<file path="src/rtl/pam_pkg.sv">
package pam_pkg;
    localparam int unsigned PAM_NDEV = 6;
    localparam int unsigned PAM_AW = 16;
    localparam int unsigned PAM_NDMA = 8;
    localparam int unsigned PAM_NGPI = 22;

    // Device indices.
    localparam int unsigned PAM_DEV_PRI0 = 0;
    localparam int unsigned PAM_DEV_PRI1 = 1;
    localparam int unsigned PAM_DEV_SEC0 = 2;
    localparam int unsigned PAM_DEV_SEC1 = 3;
    localparam int unsigned PAM_DEV_AUDIO = 4;
    localparam int unsigned PAM_DEV_FLOPPY = 5;

    // Count group selectors.
    typedef enum logic [1:0] {
        PAM_GRP_A,
        PAM_GRP_B,
        PAM_GRP_SW
    } pam_grp_e;

    // Address windows as base and last address.
    localparam logic [15:0] PAM_PRI_LO = 16'h01f0;
    localparam logic [15:0] PAM_PRI_HI = 16'h01f7;
    localparam logic [15:0] PAM_PRI_CTL = 16'h03f6;
    localparam logic [15:0] PAM_SEC_LO = 16'h0170;
    localparam logic [15:0] PAM_SEC_HI = 16'h0177;
    localparam logic [15:0] PAM_SEC_CTL = 16'h0376;
    localparam logic [15:0] PAM_MIDI_LO = 16'h0300;
    localparam logic [15:0] PAM_MIDI_HI = 16'h0333;
    localparam logic [15:0] PAM_GAME_LO = 16'h0200;
    localparam logic [15:0] PAM_GAME_HI = 16'h0207;
    localparam logic [15:0] PAM_FM_LO = 16'h0388;
    localparam logic [15:0] PAM_FM_HI = 16'h038b;
    localparam logic [15:0] PAM_SND0_LO = 16'h0220;
    localparam logic [15:0] PAM_SND0_HI = 16'h0233;
    localparam logic [15:0] PAM_SND1_LO = 16'h0240;
    localparam logic [15:0] PAM_SND1_HI = 16'h0253;
    localparam logic [15:0] PAM_SND2_LO = 16'h0260;
    localparam logic [15:0] PAM_SND2_HI = 16'h0273;
    localparam logic [15:0] PAM_SND3_LO = 16'h0280;
    localparam logic [15:0] PAM_SND3_HI = 16'h0293;
    localparam logic [15:0] PAM_COD0_LO = 16'h0530;
    localparam logic [15:0] PAM_COD0_HI = 16'h0537;
    localparam logic [15:0] PAM_COD1_LO = 16'h0604;
    localparam logic [15:0] PAM_COD1_HI = 16'h060b;
    localparam logic [15:0] PAM_COD2_LO = 16'h0e80;
    localparam logic [15:0] PAM_COD2_HI = 16'h0e87;
    localparam logic [15:0] PAM_COD3_LO = 16'h0f40;
    localparam logic [15:0] PAM_COD3_HI = 16'h0f47;
    localparam logic [15:0] PAM_FDD0_LO = 16'h03f0;
    localparam logic [15:0] PAM_FDD0_HI = 16'h03f5;
    localparam logic [15:0] PAM_FDD1_LO = 16'h0370;
    localparam logic [15:0] PAM_FDD1_HI = 16'h0375;
    localparam logic [15:0] PAM_FDD_CTL = 16'h03f7;
    // Real-time clock and keyboard controller ports, never treated as PCI-side.
    localparam logic [15:0] PAM_KBC_DATA = 16'h0060;
    localparam logic [15:0] PAM_KBC_CMD = 16'h0064;
    localparam logic [15:0] PAM_RTC_LO = 16'h0070;
    localparam logic [15:0] PAM_RTC_HI = 16'h0077;

    // Low two address bits ignored inside the MIDI windows; one window each 10h.
    localparam logic [15:0] PAM_MIDI_MASK = 16'hffcc;

    // DMA acknowledge channels.
    localparam logic [7:0] PAM_AUDIO_DMA = 8'heb;
    localparam int unsigned PAM_FDD_DMA_CH = 2;

    // General purpose input numbers.
    localparam int unsigned PAM_GPI_DEV1 = 5;
    localparam int unsigned PAM_GPI_DEV2 = 6;
    localparam int unsigned PAM_GPI_DEV3 = 0;
    localparam int unsigned PAM_GPI_DEV4 = 13;
    localparam int unsigned PAM_GPI_DEV5 = 14;

    // Per-device reload capability: bit 0 global standby, 1 fast burst, 2 slow burst.
    localparam logic [2:0] PAM_RLD_DEV0 = 3'h5;
    localparam logic [2:0] PAM_RLD_DEV1 = 3'h7;
    localparam logic [2:0] PAM_RLD_DEV2 = 3'h7;
    localparam logic [2:0] PAM_RLD_DEV3 = 3'h7;
    localparam logic [2:0] PAM_RLD_DEV4 = 3'h3;
    localparam logic [2:0] PAM_RLD_DEV5 = 3'h7;
    localparam int unsigned PAM_RLD_GLB = 0;
    localparam int unsigned PAM_RLD_FAST = 1;
    localparam int unsigned PAM_RLD_SLOW = 2;

    localparam logic [5:0] PAM_RST_ZERO6 = 6'h00;
endpackage

</file>
<file path="src/rtl/pam_if.sv">
`timescale 1ns/10ps
// The bus side drives observed I/O cycles and side-band activity; the monitor answers
// with event pulses and forwarding decisions.
interface pam_if;
    import pam_pkg::*;
    logic io_valid;
    logic [PAM_AW-1:0] io_addr;
    logic io_on_pci_ide;
    logic primary_ide_dma_ack_n;
    logic secondary_ide_dma_ack_n;
    logic [PAM_NDMA-1:0] isa_dma_ack_channel_n;
    logic [PAM_NGPI-1:0] gpi;
    logic [PAM_NDEV-1:0] idle_reload;
    logic [PAM_NDEV-1:0] trap_pulse;
    logic [2:0] timer_reload;
    logic forward_isa;
    logic [1:0] count_group_sel [PAM_NDEV];
    logic [PAM_NDEV-1:0] trap_sts;

    modport dev (
        input io_valid, io_addr, io_on_pci_ide, primary_ide_dma_ack_n,
        secondary_ide_dma_ack_n, isa_dma_ack_channel_n, gpi,
        output idle_reload, trap_pulse, timer_reload, forward_isa, count_group_sel, trap_sts
    );
    modport host (
        output io_valid, io_addr, io_on_pci_ide, primary_ide_dma_ack_n,
        secondary_ide_dma_ack_n, isa_dma_ack_channel_n, gpi,
        input idle_reload, trap_pulse, timer_reload, forward_isa, count_group_sel, trap_sts
    );
endinterface

</file>
<file path="src/rtl/pam_monitor.sv">
`timescale 1ns/10ps
// What this block does
// - RTC and keyboard ports never count as PCI.
// - Port activity comes only from observed PCI cycles.
// - Forward hitting cycles to ISA when enabled.
// - ISA devices need ranges and forwarding enabled.
// - External PCI IDE cycles raise no events.
// - Software may use IRQs for standby reload.
// - Software swaps controllers to sense IDE idleness.
// - Timer expiry first means external IDE idle.
// - Trap first means external IDE busy.
// - Trap internal IDE, then swap and restart.
// - Monitor 0: primary ports, group A, standby+slow.
// - Monitor 1: primary plus input five, all.
// - Monitor 2: secondary ports, input six, all.
// - Monitor 3: secondary, input zero, software count.
// - Audio decodes MIDI, game and FM windows.
// - Audio decodes four sound card windows.
// - Audio codecs, DMA 0,1,3,5,6,7, input thirteen.
// - Floppy ports, DMA two, input fourteen, all.
// - Enabled trap hit sets sticky trap status.
// - Idle status belongs to timers outside here.
// - Each input has selectable assertion polarity.
module pam_monitor
    import pam_pkg::*;
#(
    parameter int unsigned NDEV = PAM_NDEV
)
(
    input wire logic clock,
    input wire logic nrst,
    input wire logic clk_en,
    pam_if.dev link,
    input wire logic [pam_pkg::PAM_NDEV-1:0] range_en,
    input wire logic [pam_pkg::PAM_NDEV-1:0] dack_en,
    input wire logic [pam_pkg::PAM_NDEV-1:0] gpi_en,
    input wire logic [pam_pkg::PAM_NDEV-1:0] gpi_pol_high,
    input wire logic [pam_pkg::PAM_NDEV-1:0] idle_rld_en,
    input wire logic [pam_pkg::PAM_NDEV-1:0] glb_rld_en,
    input wire logic [pam_pkg::PAM_NDEV-1:0] burst_rld_en,
    input wire logic [pam_pkg::PAM_NDEV-1:0] burst_sel_fast,
    input wire logic [pam_pkg::PAM_NDEV-1:0] trap_en,
    input wire logic [pam_pkg::PAM_NDEV-1:0] isa_fwd_en,
    input wire logic [pam_pkg::PAM_NDEV-1:0] drive_active,
    input wire logic [pam_pkg::PAM_NDEV-1:0] trap_sts_clr
);
    import pam_pkg::*;

    // The per-monitor decode below is written out for six monitors only.
    if (NDEV != PAM_NDEV) begin : g_bad_ndev
        $error("pam_monitor serves exactly six device monitors");
    end

    function automatic logic in_rng(input logic [15:0] a, input logic [15:0] lo,
                                    input logic [15:0] hi);
        in_rng = (a >= lo) && (a <= hi);
    endfunction

    function automatic logic [2:0] rld_caps(input int unsigned d);
        unique case (d)
            0: rld_caps = PAM_RLD_DEV0;
            1: rld_caps = PAM_RLD_DEV1;
            2: rld_caps = PAM_RLD_DEV2;
            3: rld_caps = PAM_RLD_DEV3;
            4: rld_caps = PAM_RLD_DEV4;
            default: rld_caps = PAM_RLD_DEV5;
        endcase
    endfunction

    // Side-band pins come from outside this clock, so they pass two flops.
    logic [PAM_NGPI-1:0] gpi_s1_r, gpi_s2_r;
    logic [PAM_NDMA-1:0] dack_s1_r, dack_s2_r;
    logic [1:0] ide_s1_r, ide_s2_r;
    always_ff @(posedge clock or negedge nrst) begin
        if (!nrst) begin
            gpi_s1_r <= '0;
            gpi_s2_r <= '0;
            dack_s1_r <= '1;
            dack_s2_r <= '1;
            ide_s1_r <= 2'h3;
            ide_s2_r <= 2'h3;
        end else if (clk_en) begin
            gpi_s1_r <= link.gpi;
            gpi_s2_r <= gpi_s1_r;
            dack_s1_r <= link.isa_dma_ack_channel_n;
            dack_s2_r <= dack_s1_r;
            ide_s1_r <= {link.secondary_ide_dma_ack_n, link.primary_ide_dma_ack_n};
            ide_s2_r <= ide_s1_r;
        end
    end

    logic [15:0] a;
    logic cyc_ok;
    logic hit_pri, hit_sec, hit_audio, hit_fdd;
    assign a = link.io_addr;
    // only observed PCI cycles, never RTC/keyboard, never external PCI IDE.
    assign cyc_ok = link.io_valid && !link.io_on_pci_ide
        && a != PAM_KBC_DATA && a != PAM_KBC_CMD && !in_rng(a, PAM_RTC_LO, PAM_RTC_HI);
    assign hit_pri = in_rng(a, PAM_PRI_LO, PAM_PRI_HI) || a == PAM_PRI_CTL;
    assign hit_sec = in_rng(a, PAM_SEC_LO, PAM_SEC_HI) || a == PAM_SEC_CTL;
    assign hit_audio = ((a & PAM_MIDI_MASK) == PAM_MIDI_LO && a <= PAM_MIDI_HI)
        || in_rng(a, PAM_GAME_LO, PAM_GAME_HI) || in_rng(a, PAM_FM_LO, PAM_FM_HI)
        || in_rng(a, PAM_SND0_LO, PAM_SND0_HI) || in_rng(a, PAM_SND1_LO, PAM_SND1_HI)
        || in_rng(a, PAM_SND2_LO, PAM_SND2_HI) || in_rng(a, PAM_SND3_LO, PAM_SND3_HI)
        || in_rng(a, PAM_COD0_LO, PAM_COD0_HI) || in_rng(a, PAM_COD1_LO, PAM_COD1_HI)
        || in_rng(a, PAM_COD2_LO, PAM_COD2_HI) || in_rng(a, PAM_COD3_LO, PAM_COD3_HI);
    assign hit_fdd = in_rng(a, PAM_FDD0_LO, PAM_FDD0_HI) || in_rng(a, PAM_FDD1_LO, PAM_FDD1_HI)
        || a == PAM_FDD_CTL;

    logic [NDEV-1:0] acc_hit, dack_lvl, gpi_raw, act_lvl, act_prev_r, act_rise;
    // Drive selection gates the IDE monitors' port hits and DMA acknowledges, not their inputs; the others ignore drive_active.
    assign acc_hit[0] = cyc_ok && hit_pri && range_en[0] && drive_active[0];
    assign acc_hit[1] = cyc_ok && hit_pri && range_en[1] && drive_active[1];
    assign acc_hit[2] = cyc_ok && hit_sec && range_en[2] && drive_active[2];
    assign acc_hit[3] = cyc_ok && hit_sec && range_en[3] && drive_active[3];
    assign acc_hit[4] = cyc_ok && hit_audio && range_en[4];
    assign acc_hit[5] = cyc_ok && hit_fdd && range_en[5];

    assign dack_lvl[0] = !ide_s2_r[0] && drive_active[0];
    assign dack_lvl[1] = !ide_s2_r[0] && drive_active[1];
    assign dack_lvl[2] = !ide_s2_r[1] && drive_active[2];
    assign dack_lvl[3] = !ide_s2_r[1] && drive_active[3];
    assign dack_lvl[4] = |(~dack_s2_r & PAM_AUDIO_DMA);
    assign dack_lvl[5] = !dack_s2_r[PAM_FDD_DMA_CH];

    assign gpi_raw[0] = 1'b0; // monitor 0 has no input.
    assign gpi_raw[1] = gpi_s2_r[PAM_GPI_DEV1];
    assign gpi_raw[2] = gpi_s2_r[PAM_GPI_DEV2];
    assign gpi_raw[3] = gpi_s2_r[PAM_GPI_DEV3];
    assign gpi_raw[4] = gpi_s2_r[PAM_GPI_DEV4];
    assign gpi_raw[5] = gpi_s2_r[PAM_GPI_DEV5];

    // Capabilities are looked up per monitor so the reload logic can index their bits.
    logic [NDEV-1:0][2:0] caps;
    genvar d;
    generate
        for (d = 0; d < NDEV; d++) begin : g_lvl
            assign caps[d] = rld_caps(d);
            assign act_lvl[d] = (dack_en[d] && dack_lvl[d])
                || (gpi_en[d] && d != 0 && (gpi_raw[d] == gpi_pol_high[d]));
        end
    endgenerate

    // Held levels count once at assertion so each acknowledge gives one pulse.
    // Starting from all ones hides levels left on the freshly reset synchronisers,
    // so the release of reset gives no false pulse.
    always_ff @(posedge clock or negedge nrst) begin
        if (!nrst) begin
            act_prev_r <= '1;
        end else if (clk_en) begin
            act_prev_r <= act_lvl;
        end
    end
    assign act_rise = act_lvl & ~act_prev_r;

    logic [NDEV-1:0] evt;
    logic [2:0] trl_nxt;
    assign evt = acc_hit | act_rise;
    always_comb begin
        trl_nxt = 3'h0;
        for (int unsigned i = 0; i < NDEV; i++) begin
            if (evt[i] && glb_rld_en[i] && caps[i][PAM_RLD_GLB]) begin
                trl_nxt[PAM_RLD_GLB] = 1'b1;
            end
            if (evt[i] && burst_rld_en[i] && burst_sel_fast[i] && caps[i][PAM_RLD_FAST]) begin
                trl_nxt[PAM_RLD_FAST] = 1'b1;
            end
            if (evt[i] && burst_rld_en[i] && !burst_sel_fast[i] && caps[i][PAM_RLD_SLOW]) begin
                trl_nxt[PAM_RLD_SLOW] = 1'b1;
            end
        end
    end

    // every event output lasts exactly one enabled cycle.
    always_ff @(posedge clock or negedge nrst) begin
        if (!nrst) begin
            link.idle_reload <= PAM_RST_ZERO6;
            link.timer_reload <= 3'h0;
            link.trap_pulse <= PAM_RST_ZERO6;
            link.forward_isa <= 1'b0;
        end else if (clk_en) begin
            link.idle_reload <= evt & idle_rld_en;
            link.timer_reload <= trl_nxt;
            link.trap_pulse <= acc_hit & trap_en;
            link.forward_isa <= |(acc_hit & isa_fwd_en);
        end
    end

    // set wins over a clear in the same cycle.
    always_ff @(posedge clock or negedge nrst) begin
        if (!nrst) begin
            link.trap_sts <= PAM_RST_ZERO6;
        end else if (clk_en) begin
            link.trap_sts <= (link.trap_sts & ~trap_sts_clr) | (acc_hit & trap_en);
        end
    end

    // fixed count group per monitor, for the idle timers outside.
    always_ff @(posedge clock or negedge nrst) begin
        if (!nrst) begin
            for (int i = 0; i < PAM_NDEV; i++) begin
                link.count_group_sel[i] <= 2'h0;
            end
        end else if (clk_en) begin
            link.count_group_sel[0] <= PAM_GRP_A;
            link.count_group_sel[1] <= PAM_GRP_A;
            link.count_group_sel[2] <= PAM_GRP_A;
            link.count_group_sel[3] <= PAM_GRP_SW;
            link.count_group_sel[4] <= PAM_GRP_B;
            link.count_group_sel[5] <= PAM_GRP_B;
        end
    end
endmodule

</file>
<file path="src/flat_wrapper.sv">
// flat-port wrapper written by rule: the top's interface ports become plain ports
module pam_monitor_flat import pam_pkg::*;
#(
    parameter int unsigned NDEV = PAM_NDEV
)
  (clock, nrst, clk_en, range_en, dack_en, gpi_en, gpi_pol_high, idle_rld_en, glb_rld_en, burst_rld_en, burst_sel_fast, trap_en, isa_fwd_en, drive_active, trap_sts_clr, link_io_valid, link_io_addr, link_io_on_pci_ide, link_primary_ide_dma_ack_n, link_secondary_ide_dma_ack_n, link_isa_dma_ack_channel_n, link_gpi, link_idle_reload, link_trap_pulse, link_timer_reload, link_forward_isa, link_count_group_sel, link_trap_sts);
  pam_if link_i ();
  input wire logic clock;
  input wire logic nrst;
  input wire logic clk_en;
  input wire logic [pam_pkg::PAM_NDEV-1:0] range_en;
  input wire logic [pam_pkg::PAM_NDEV-1:0] dack_en;
  input wire logic [pam_pkg::PAM_NDEV-1:0] gpi_en;
  input wire logic [pam_pkg::PAM_NDEV-1:0] gpi_pol_high;
  input wire logic [pam_pkg::PAM_NDEV-1:0] idle_rld_en;
  input wire logic [pam_pkg::PAM_NDEV-1:0] glb_rld_en;
  input wire logic [pam_pkg::PAM_NDEV-1:0] burst_rld_en;
  input wire logic [pam_pkg::PAM_NDEV-1:0] burst_sel_fast;
  input wire logic [pam_pkg::PAM_NDEV-1:0] trap_en;
  input wire logic [pam_pkg::PAM_NDEV-1:0] isa_fwd_en;
  input wire logic [pam_pkg::PAM_NDEV-1:0] drive_active;
  input wire logic [pam_pkg::PAM_NDEV-1:0] trap_sts_clr;
  input wire logic [$bits(link_i.io_valid)-1:0] link_io_valid;
  input wire logic [$bits(link_i.io_addr)-1:0] link_io_addr;
  input wire logic [$bits(link_i.io_on_pci_ide)-1:0] link_io_on_pci_ide;
  input wire logic [$bits(link_i.primary_ide_dma_ack_n)-1:0] link_primary_ide_dma_ack_n;
  input wire logic [$bits(link_i.secondary_ide_dma_ack_n)-1:0] link_secondary_ide_dma_ack_n;
  input wire logic [$bits(link_i.isa_dma_ack_channel_n)-1:0] link_isa_dma_ack_channel_n;
  input wire logic [$bits(link_i.gpi)-1:0] link_gpi;
  output wire logic [$bits(link_i.idle_reload)-1:0] link_idle_reload;
  output wire logic [$bits(link_i.trap_pulse)-1:0] link_trap_pulse;
  output wire logic [$bits(link_i.timer_reload)-1:0] link_timer_reload;
  output wire logic [$bits(link_i.forward_isa)-1:0] link_forward_isa;
  output wire logic [$bits(link_i.count_group_sel)-1:0] link_count_group_sel;
  output wire logic [$bits(link_i.trap_sts)-1:0] link_trap_sts;
  assign link_i.io_valid = link_io_valid;
  assign link_i.io_addr = link_io_addr;
  assign link_i.io_on_pci_ide = link_io_on_pci_ide;
  assign link_i.primary_ide_dma_ack_n = link_primary_ide_dma_ack_n;
  assign link_i.secondary_ide_dma_ack_n = link_secondary_ide_dma_ack_n;
  assign link_i.isa_dma_ack_channel_n = link_isa_dma_ack_channel_n;
  assign link_i.gpi = link_gpi;
  assign link_idle_reload = link_i.idle_reload;
  assign link_trap_pulse = link_i.trap_pulse;
  assign link_timer_reload = link_i.timer_reload;
  assign link_forward_isa = link_i.forward_isa;
  assign link_count_group_sel = {>>{link_i.count_group_sel}};
  assign link_trap_sts = link_i.trap_sts;
  pam_monitor #(.NDEV(NDEV)) u_core (.clock(clock), .nrst(nrst), .clk_en(clk_en), .link(link_i), .range_en(range_en), .dack_en(dack_en), .gpi_en(gpi_en), .gpi_pol_high(gpi_pol_high), .idle_rld_en(idle_rld_en), .glb_rld_en(glb_rld_en), .burst_rld_en(burst_rld_en), .burst_sel_fast(burst_sel_fast), .trap_en(trap_en), .isa_fwd_en(isa_fwd_en), .drive_active(drive_active), .trap_sts_clr(trap_sts_clr));
endmodule
</file>
<file path="config.mk">
export PLATFORM = sky130hd
export DESIGN_NAME = pam_monitor_flat
export DESIGN_NICKNAME = d
export VERILOG_FILES = /design/src/rtl/pam_pkg.sv /design/src/rtl/pam_if.sv /design/src/rtl/pam_monitor.sv /design/src/flat_wrapper.sv
export SDC_FILE = /design/constraint.sdc
export NUM_CORES = 1
export LEC_CHECK = 0
export ABC_CLOCK_PERIOD_IN_PS = 3300
export BUFFER_PORTS_ARGS = -buffer_cell sky130_fd_sc_hd__buf_4
export CELL_PAD_IN_SITES_DETAIL_PLACEMENT = 2
export CELL_PAD_IN_SITES_GLOBAL_PLACEMENT = 2
export CORE_MARGIN = 3
export CORE_UTILIZATION = 29
export CTS_BUF_LIST = sky130_fd_sc_hd__clkbuf_8
export CTS_CLUSTER_DIAMETER = 150
export DETAILED_ROUTE_END_ITERATION = 7
export GPL_TIMING_DRIVEN = 1
export PLACE_DENSITY_LB_ADDON = 0.1
export SLEW_MARGIN = 10
export SYNTH_ARGS = -nofsm -noshare
export SYNTH_HDL_FRONTEND = slang
export SYNTH_SLANG_ARGS = --single-unit
</file>
<file path="constraint.sdc">
create_clock -name clock -period 3.3 [get_ports clock]
set_input_delay 0.825 -clock clock [delete_from_list [all_inputs] [get_ports clock]]
set_output_delay 0.825 -clock clock [all_outputs]
set_load 0.01 [all_outputs]
</file>
==> impl_results.md, run 1 <==
- RR Endpoint: u_core.link.timer_reload[0]
- Count leader, synth: nand2_1
- Initial antenna violation count: 0
- Yosys cell types: 70
- Final Worst Setup Slack: 0.908 ns
- Post-route DRC: 0
- Drt total wl: 10.8 mm
- Max cap viols: 0
- Synth top area share: 25.1%
- Largest stage delay, worst path: 0.54 ns
- Status: finished clean
- Reg clk slew, reported paths: 0.06 ns
- Placed cell areas: 4280 um^2
- Final setup violation count: 0
- Worst-path cell chain: buf_4 > nor4_2 > and3_2 > o2111ai_1 > nor2_4 > o211ai_1 > a41oi_1
- CTS tree: built
- Switching share of power: 25.3%
- H-tree Lvls: 3
- Reg2Reg Depth: 6
- Synth Flop Type: dfrtp_1
- Switch Pwr: 0.508 mW
- Dpl cells: 583
- YS warnings: 0
- Half-perimeter wire length after placement: 8.51 mm
- Clk sinks: 57
- Mapped cell area: 3290 um^2
- DR iter-0 viols: 84
- Post-synth top cells: 34 x nand2_1, 33 x dfrtp_1, 26 x mux2_2
- Reg-to-Reg Start: u_core.ide_s2_r[1]
- Pre-CTS setup slack: 0.549 ns
- Peak VDD IR: 0.000287 V
- Port bufs: 127
- Worst EP arrival: 2.64 ns
- Internal: 1.50 mW
- Post-CTS Resized: 0
- Hold_sp: u_core.link.trap_sts[0]
- WP data required: 3.55 ns
- Clock Path Buffers: 2
- Power Dens Cells: 444 nW/um^2
- Largest fanout on the critical path: 5
- Sequential area share after synthesis: 44.2%
- Die H: 113 um
- First-pass DRT Iterations: 4
- Static Leakage: 2.03 nW
- Routed WL per cell: 18.0 um
- Clock root buffer: clkbuf_8
- Worst hold stages: 2
- Mapped Cells: 330
- P&R area growth vs syn: 37.4%
- #FFs+latches synth: 57
- Post-route ant nets: 0
- Vias in the first global route: 3,267
- Ports: 159
- Post-CTS setup buffer count: 0
- Final min period: 2.39 ns
- Synth top area cells: dfrtp_1 25%, dfstp_2 19%, mux2_2 8.9%
- Max Fclk: 418 MHz
- Post-route cell area: 4520 um^2
- First-pass GRT wire length: 17.6 mm
- Fin cells: 599
- Asr flop ratio synth: 100%
- Worst min-delay path class: reg2reg
- Global route overflow: 0
- Slew Limit Fails: 0
- Leading area contributor after synthesis: dfrtp_1
- Startpoint types: input port
- Largest net degree at the start of global routing: 58
- Rows: 38
- Comb power frac: 17.9%
- Core Region: 11,000 um^2
- Gr usage total: 17.5%
- Critical path type: in2reg
- Reg2Reg Setup Slack: 1.34 ns
- Hold Vio Cnt, Final: 0
- Hold Buf Count CTS: 0
- Fraction of layout cells with a size suffix above 1: 46.2%
- Fin nets: 579
- RePlAce Congestion: 0.812
- Initial Utilization: 30.0%
- RSZ-0062 raised after global routing: false
- Flop pwr share: 41.3%
- Antenna Cells: 0
- Via density: 5.05
- Syn Area/Cell: 9.98 um^2
- Crit. End Element: flip-flop
- Die span in x: 113 um
- Insertion delay to the later sink of the worst-skew pair: 0.35 ns
- Final clock skew: 0.00993 ns
- Via count: 3,026
- Max-slew headroom: 49.5%
- Post-synth EDFFs: 0
- Crit share post-route: 72.5%
- Actual slew at the worst max-slew pin: 0.758 ns
- Clock Power Share: 40.8%
- CTS Buf Count: 9
- Setup TNS: 0 ns
- Die area: 12,700 um^2
- Slowest cell on crit path: nor4_2
- Hold EP: u_core.link.trap_sts[0]
[placed cells by master (no fill, tap or decap), types with 4 or more instances in the layout]
master and count:
dfrtp_1 33, o21ai_1 5, o22ai_1 5, nor2_1 20, o21ai_0 11, inv_1 23, nand3_1 12, nand2_1 34
o2111ai_1 4, clkbuf_8 10, buf_4 130, conb_1 9, nand4_1 9, dfstp_2 24, a21oi_1 13, mux2_2 26
xnor2_1 5, nand3b_1 7
[logic make-up after synthesis]
| kind of cell | count (synthesis) | synth area share [%] |
|---|---|---|
| simple gates | 116 | 19.9 |
| compound gates | 75 | 16.3 |
| flops | 57 | 44.2 |
| buf+inv | 47 | 8.40 |
| mux | 27 | 9.20 |
| xor+xnor | 7 | 1.86 |
| other cells | 1 | 0.114 |
[power by group through the flow]
stage | combinational (mW) | clock, mW | sequential (mW)
4_1_cts | 0.367 | 0.843 | 0.830
3_5_place_dp | 0.364 | 0 | 0.842
5_1_grt | 0.402 | 0.873 | 0.839
3_3_place_gp | 0.352 | 0 | 0.836
6_report | 0.360 | 0.819 | 0.828
2_1_floorplan | 0.185 | 0 | 0.835
[registers in the layout, indices dropped and copies added (netlist names)]
signal	cells
u_core.link.trap_pulse	6
u_core.gpi_s2_r	5
u_core.ide_s2_r	2
u_core.gpi_s1_r	5
u_core.link.trap_sts	6
u_core.link.timer_reload	3
u_core.link.forward_isa	1
u_core.link.idle_reload	6
u_core.act_prev_r	6
u_core.link.count_group_sel	1
u_core.ide_s1_r	2
u_core.dack_s1_r	7
u_core.dack_s2_r	7
[worst max path at each step]
stage,from,endpoint,slack (ns),cells after the start
floorplan,link_io_addr[7],u_core.link.forward_isa,0.95,7
global placement,link_io_addr[13],u_core.link.timer_reload[2],0.59,7
detailed placement,link_io_addr[13],u_core.link.timer_reload[0],0.55,7
CTS,link_io_addr[13],u_core.link.timer_reload[2],0.92,7
global route,link_io_addr[13],u_core.link.timer_reload[2],0.77,7
finish,link_io_addr[13],u_core.link.timer_reload[0],0.91,7
[through the flow]
stage / util [%] / hold WS (ns) / power, mW
CTS: 41.2 / 0.487 / 2.04
finish: 41.2 / 0.478 / 2.01
global placement: 39.0 / 0.456 / 1.19
floorplan: - / 0.465 / 1.02
global route: 41.2 / 0.511 / 2.11
detailed placement: 39.0 / 0.472 / 1.21
[metal layers]
layer,up-vias,routed length [um],track usage (%)
met3,11,701,4.20
met1,1501,4690,22.9
met4,0,148,5.77
met2,88,5260,28.3
li1,1426,-,-
met5,-,0,0
[area by class of cell]
class	count	area [um^2]
clock buffer	10	138
clock inverter	6	108
fill	1222	6460
inverter	22	82.6
multi-input combinational	234	1590
sequential	57	1460
tap	140	175
timing repair buffer	130	976
[critical path, delay by kind of cell]
family,cells,cell delay (ns)
AOI/OAI and AO/OA,3,0.58
buffers and inverters,1,0.11
and+or+nand+nor,3,1.13
No activity file was read; power rests on OpenSTA's default activity.
==> run 2, diff against run 1 <==
--- a/config.mk
+++ b/config.mk
@@ -5,12 +5,12 @@
 export SDC_FILE = /design/constraint.sdc
 export NUM_CORES = 1
 export LEC_CHECK = 0
-export ABC_CLOCK_PERIOD_IN_PS = 3300
+export ABC_CLOCK_PERIOD_IN_PS = 2000
 export BUFFER_PORTS_ARGS = -buffer_cell sky130_fd_sc_hd__buf_4
 export CELL_PAD_IN_SITES_DETAIL_PLACEMENT = 2
 export CELL_PAD_IN_SITES_GLOBAL_PLACEMENT = 2
 export CORE_MARGIN = 3
-export CORE_UTILIZATION = 29
+export CORE_UTILIZATION = 25
 export CTS_BUF_LIST = sky130_fd_sc_hd__clkbuf_8
 export CTS_CLUSTER_DIAMETER = 150
 export DETAILED_ROUTE_END_ITERATION = 7
==> constraint.sdc (replaced) <==
create_clock -name clock -period 2 [get_ports clock]
set_input_delay 0.5 -clock clock [delete_from_list [all_inputs] [get_ports clock]]
set_output_delay 0.5 -clock clock [all_outputs]
set_load 0.01 [all_outputs]
==> run 2 against run 1 <==
Wire length is 11% higher. Critical path depth is 1 lower. Final cell count increased by 13%.
==> impl_results.md, run 2 (same netlist as run 1, synthesis figures left out) <==
- Status: finished clean
- H-tree Lvls: 3 (unchanged)
- Actual slew at the worst max-slew pin: 0.620 ns (-0.138 ns)
- Rows: 41 (+7.9%)
- Switching share of power: 26.4% (+1.1 points)
- Crit-path leading delay family: compound AO/OA/AOI/OAI gates
- Critical path type: reg2reg
- P&R area growth vs syn: 49.3%
- CTS tree: built
- Via count: 3,147 (+4.0%)
- Drt total wl: 12.0 mm (+11%)
- Fin cells: 676 (+13%)
- Final setup violation count: 0 (unchanged)
- Clock Power Share: 37.5% (-3.3 points)
- Gr usage total: 17.0% (-0.47 points)
- Antenna Cells: 0 (unchanged)
- Crit share post-route: 95.2%
- Largest stage delay, worst path: 0.51 ns (-0.03 ns)
- Slew Limit Fails: 0 (unchanged)
- Die H: 121 um (+7.3%)
- DR iter-0 viols: 82 (-2.4%)
- CTS Buf Count: 9 (unchanged)
- Hold Vio Cnt, Final: 0 (unchanged)
- Worst EP arrival: 2.12 ns (-0.52 ns)
- Max cap viols: 0 (unchanged)
- Reg clk slew, reported paths: 0.07 ns (about the same)
- Max Fclk: 525 MHz
- WP buf/inv: 1 (unchanged)
- Fin nets: 624 (+7.8%)
- Via density: 4.66 (-7.8%)
- Ports: 159 (unchanged)
- Die span in x: 121 um (+7.3%)
- Global route overflow: 0 (unchanged)
- Crit. End Element: flip-flop
- Worst-path cell chain: inv_1 > a22o_1 > a32o_1 > and3_1 > nor4_1 > o221ai_1
- Most frequent cells in the layout: 173 x buf_4, 34 x nand2_1, 33 x dfrtp_1
- Final min period: 1.90 ns
- Post-route ant nets: 0 (unchanged)
- Power Dens Cells: 667 nW/um^2 (+50%)
- Half-perimeter wire length after placement: 9.77 mm (+15%)
- Post-CTS setup buffer count: 0 (unchanged)
- Startpoint types: flip-flop
- Worst min-delay path class: in2async
- Switch Pwr: 0.865 mW (+70%)
- Routed WL per cell: 17.8 um (-1.5%)
- Peak VDD IR: 0.000407 V (+42%)
- Vias in the first global route: 3,567 (+9.2%)
- Clock Path Buffers: 2 (unchanged)
- Port bufs: 127 (unchanged)
- Dpl cells: 660 (+13%)
- Fraction of layout cells with a size suffix above 1: 51.4% (+5.2 points)
- Post-route DRC: 0 (unchanged)
- Flop pwr share: 41.6% (+0.3 points)
- RSZ-0062 raised after global routing: false
- Largest fanout on the critical path: 3 (-2)
- Clk sinks: 57 (unchanged)
- Clock root buffer: clkbuf_8
- Placed cell areas: 4680 um^2 (+9.4%)
- Slowest cell on crit path: dfstp_2
- Final clock skew: 0.00851 ns (-0.00142 ns)
- WP data required: 2.22 ns (-1.33 ns)
- Static Leakage: 2.26 nW (+11%)
- Max-slew headroom: 58.3% (+8.9 points)
- First-pass GRT wire length: 19.2 mm (+9.2%)
- Largest net degree at the start of global routing: 36 (-38%)
- RePlAce Congestion: 0.790 (-2.7%)
- Insertion delay to the later sink of the worst-skew pair: 0.35 ns (about the same)
- Core Region: 12,700 um^2 (+16%)
- Initial antenna violation count: 0 (unchanged)
- Internal: 2.41 mW (+61%)
- Comb power frac: 20.8% (+2.9 points)
- Initial Utilization: 25.9% (-4.1 points)
- Reg2Reg Setup Slack: 0.1 ns (-1.24 ns)
- Setup TNS: 0 ns (unchanged)
- Post-route cell area: 4910 um^2 (+8.6%)
- Commonest non-fill, non-tap cell in the layout: buf_4
- Largest regs: u_core.dack_s1_r: 7 flops, u_core.dack_s2_r: 7 flops
- Die area: 14,600 um^2 (+15%)
- First-pass DRT Iterations: 4 (unchanged)
==> run 2: final timing paths <==
check | from | endpoint | depth (start not counted)
setup / recovery | u_core.dack_s2_r[2] | u_core.link.timer_reload[1] | 6
max in group asynchronous | nrst | u_core.act_prev_r[5] | 2
min in group clock | link_isa_dma_ack_channel_n[7] | u_core.dack_s1_r[7] | 2
hold reg to reg | u_core.link.trap_sts[0] | u_core.link.trap_sts[0] | 2
setup reg to reg | u_core.dack_s2_r[2] | u_core.link.timer_reload[1] | 6
hold / removal | nrst | u_core.link.trap_pulse[5] | 1
==> run 2: what timing repair did <==
| action | in CTS | in global routing |
|---|---|---|
| hold endpoints to repair | 0 | 0 |
| resized for setup | 0 | 2 |
| endpoints found under the setup margin | 0 | 1 |
| hold buffers | 0 | 0 |
==> run 2: area by class of cell <==
type,count,area [um^2]
timing repair buffer,175,1340
sequential,57,1460
fill,1490,7810
clock buffer,10,138
tap,172,215
inverter,22,82.6
clock inverter,6,82.6
multi-input combinational,234,1600
==> run 2: power by group through the flow <==
| stage | Clock, mW | Combinational, mW | Sequential [mW] |
|---|---|---|---|
| detailed placement | 0 | 0.686 | 1.39 |
| CTS | 1.29 | 0.691 | 1.37 |
| global route | 1.34 | 0.758 | 1.38 |
| finish | 1.23 | 0.682 | 1.36 |
| floorplan | 0 | 0.306 | 1.38 |
| global placement | 0 | 0.664 | 1.38 |
==> run 2: routing by layer <==
layer / track usage [%] / wire length (um) / up-vias
met3: 3.98 / 655 / 9
li1: - / - / 1515
met1: 21.0 / 5200 / 1540
met5: 0 / 0 / -
met2: 29.0 / 6000 / 83
met4: 5.95 / 156 / 0
==> run 2: through the flow <==
stage	setup WS (ns)	hold WS, ns	util, %	power, mW
CTS	0.0201	0.0610	38.5	3.34
detailed placement	-0.238	0.459	36.8	2.07
global placement	-0.208	0.453	36.8	2.04
global route	0.0180	0.0795	38.6	3.48
finish	0.0964	0.0687	38.6	3.28
floorplan	0.0138	0.204	-	1.68
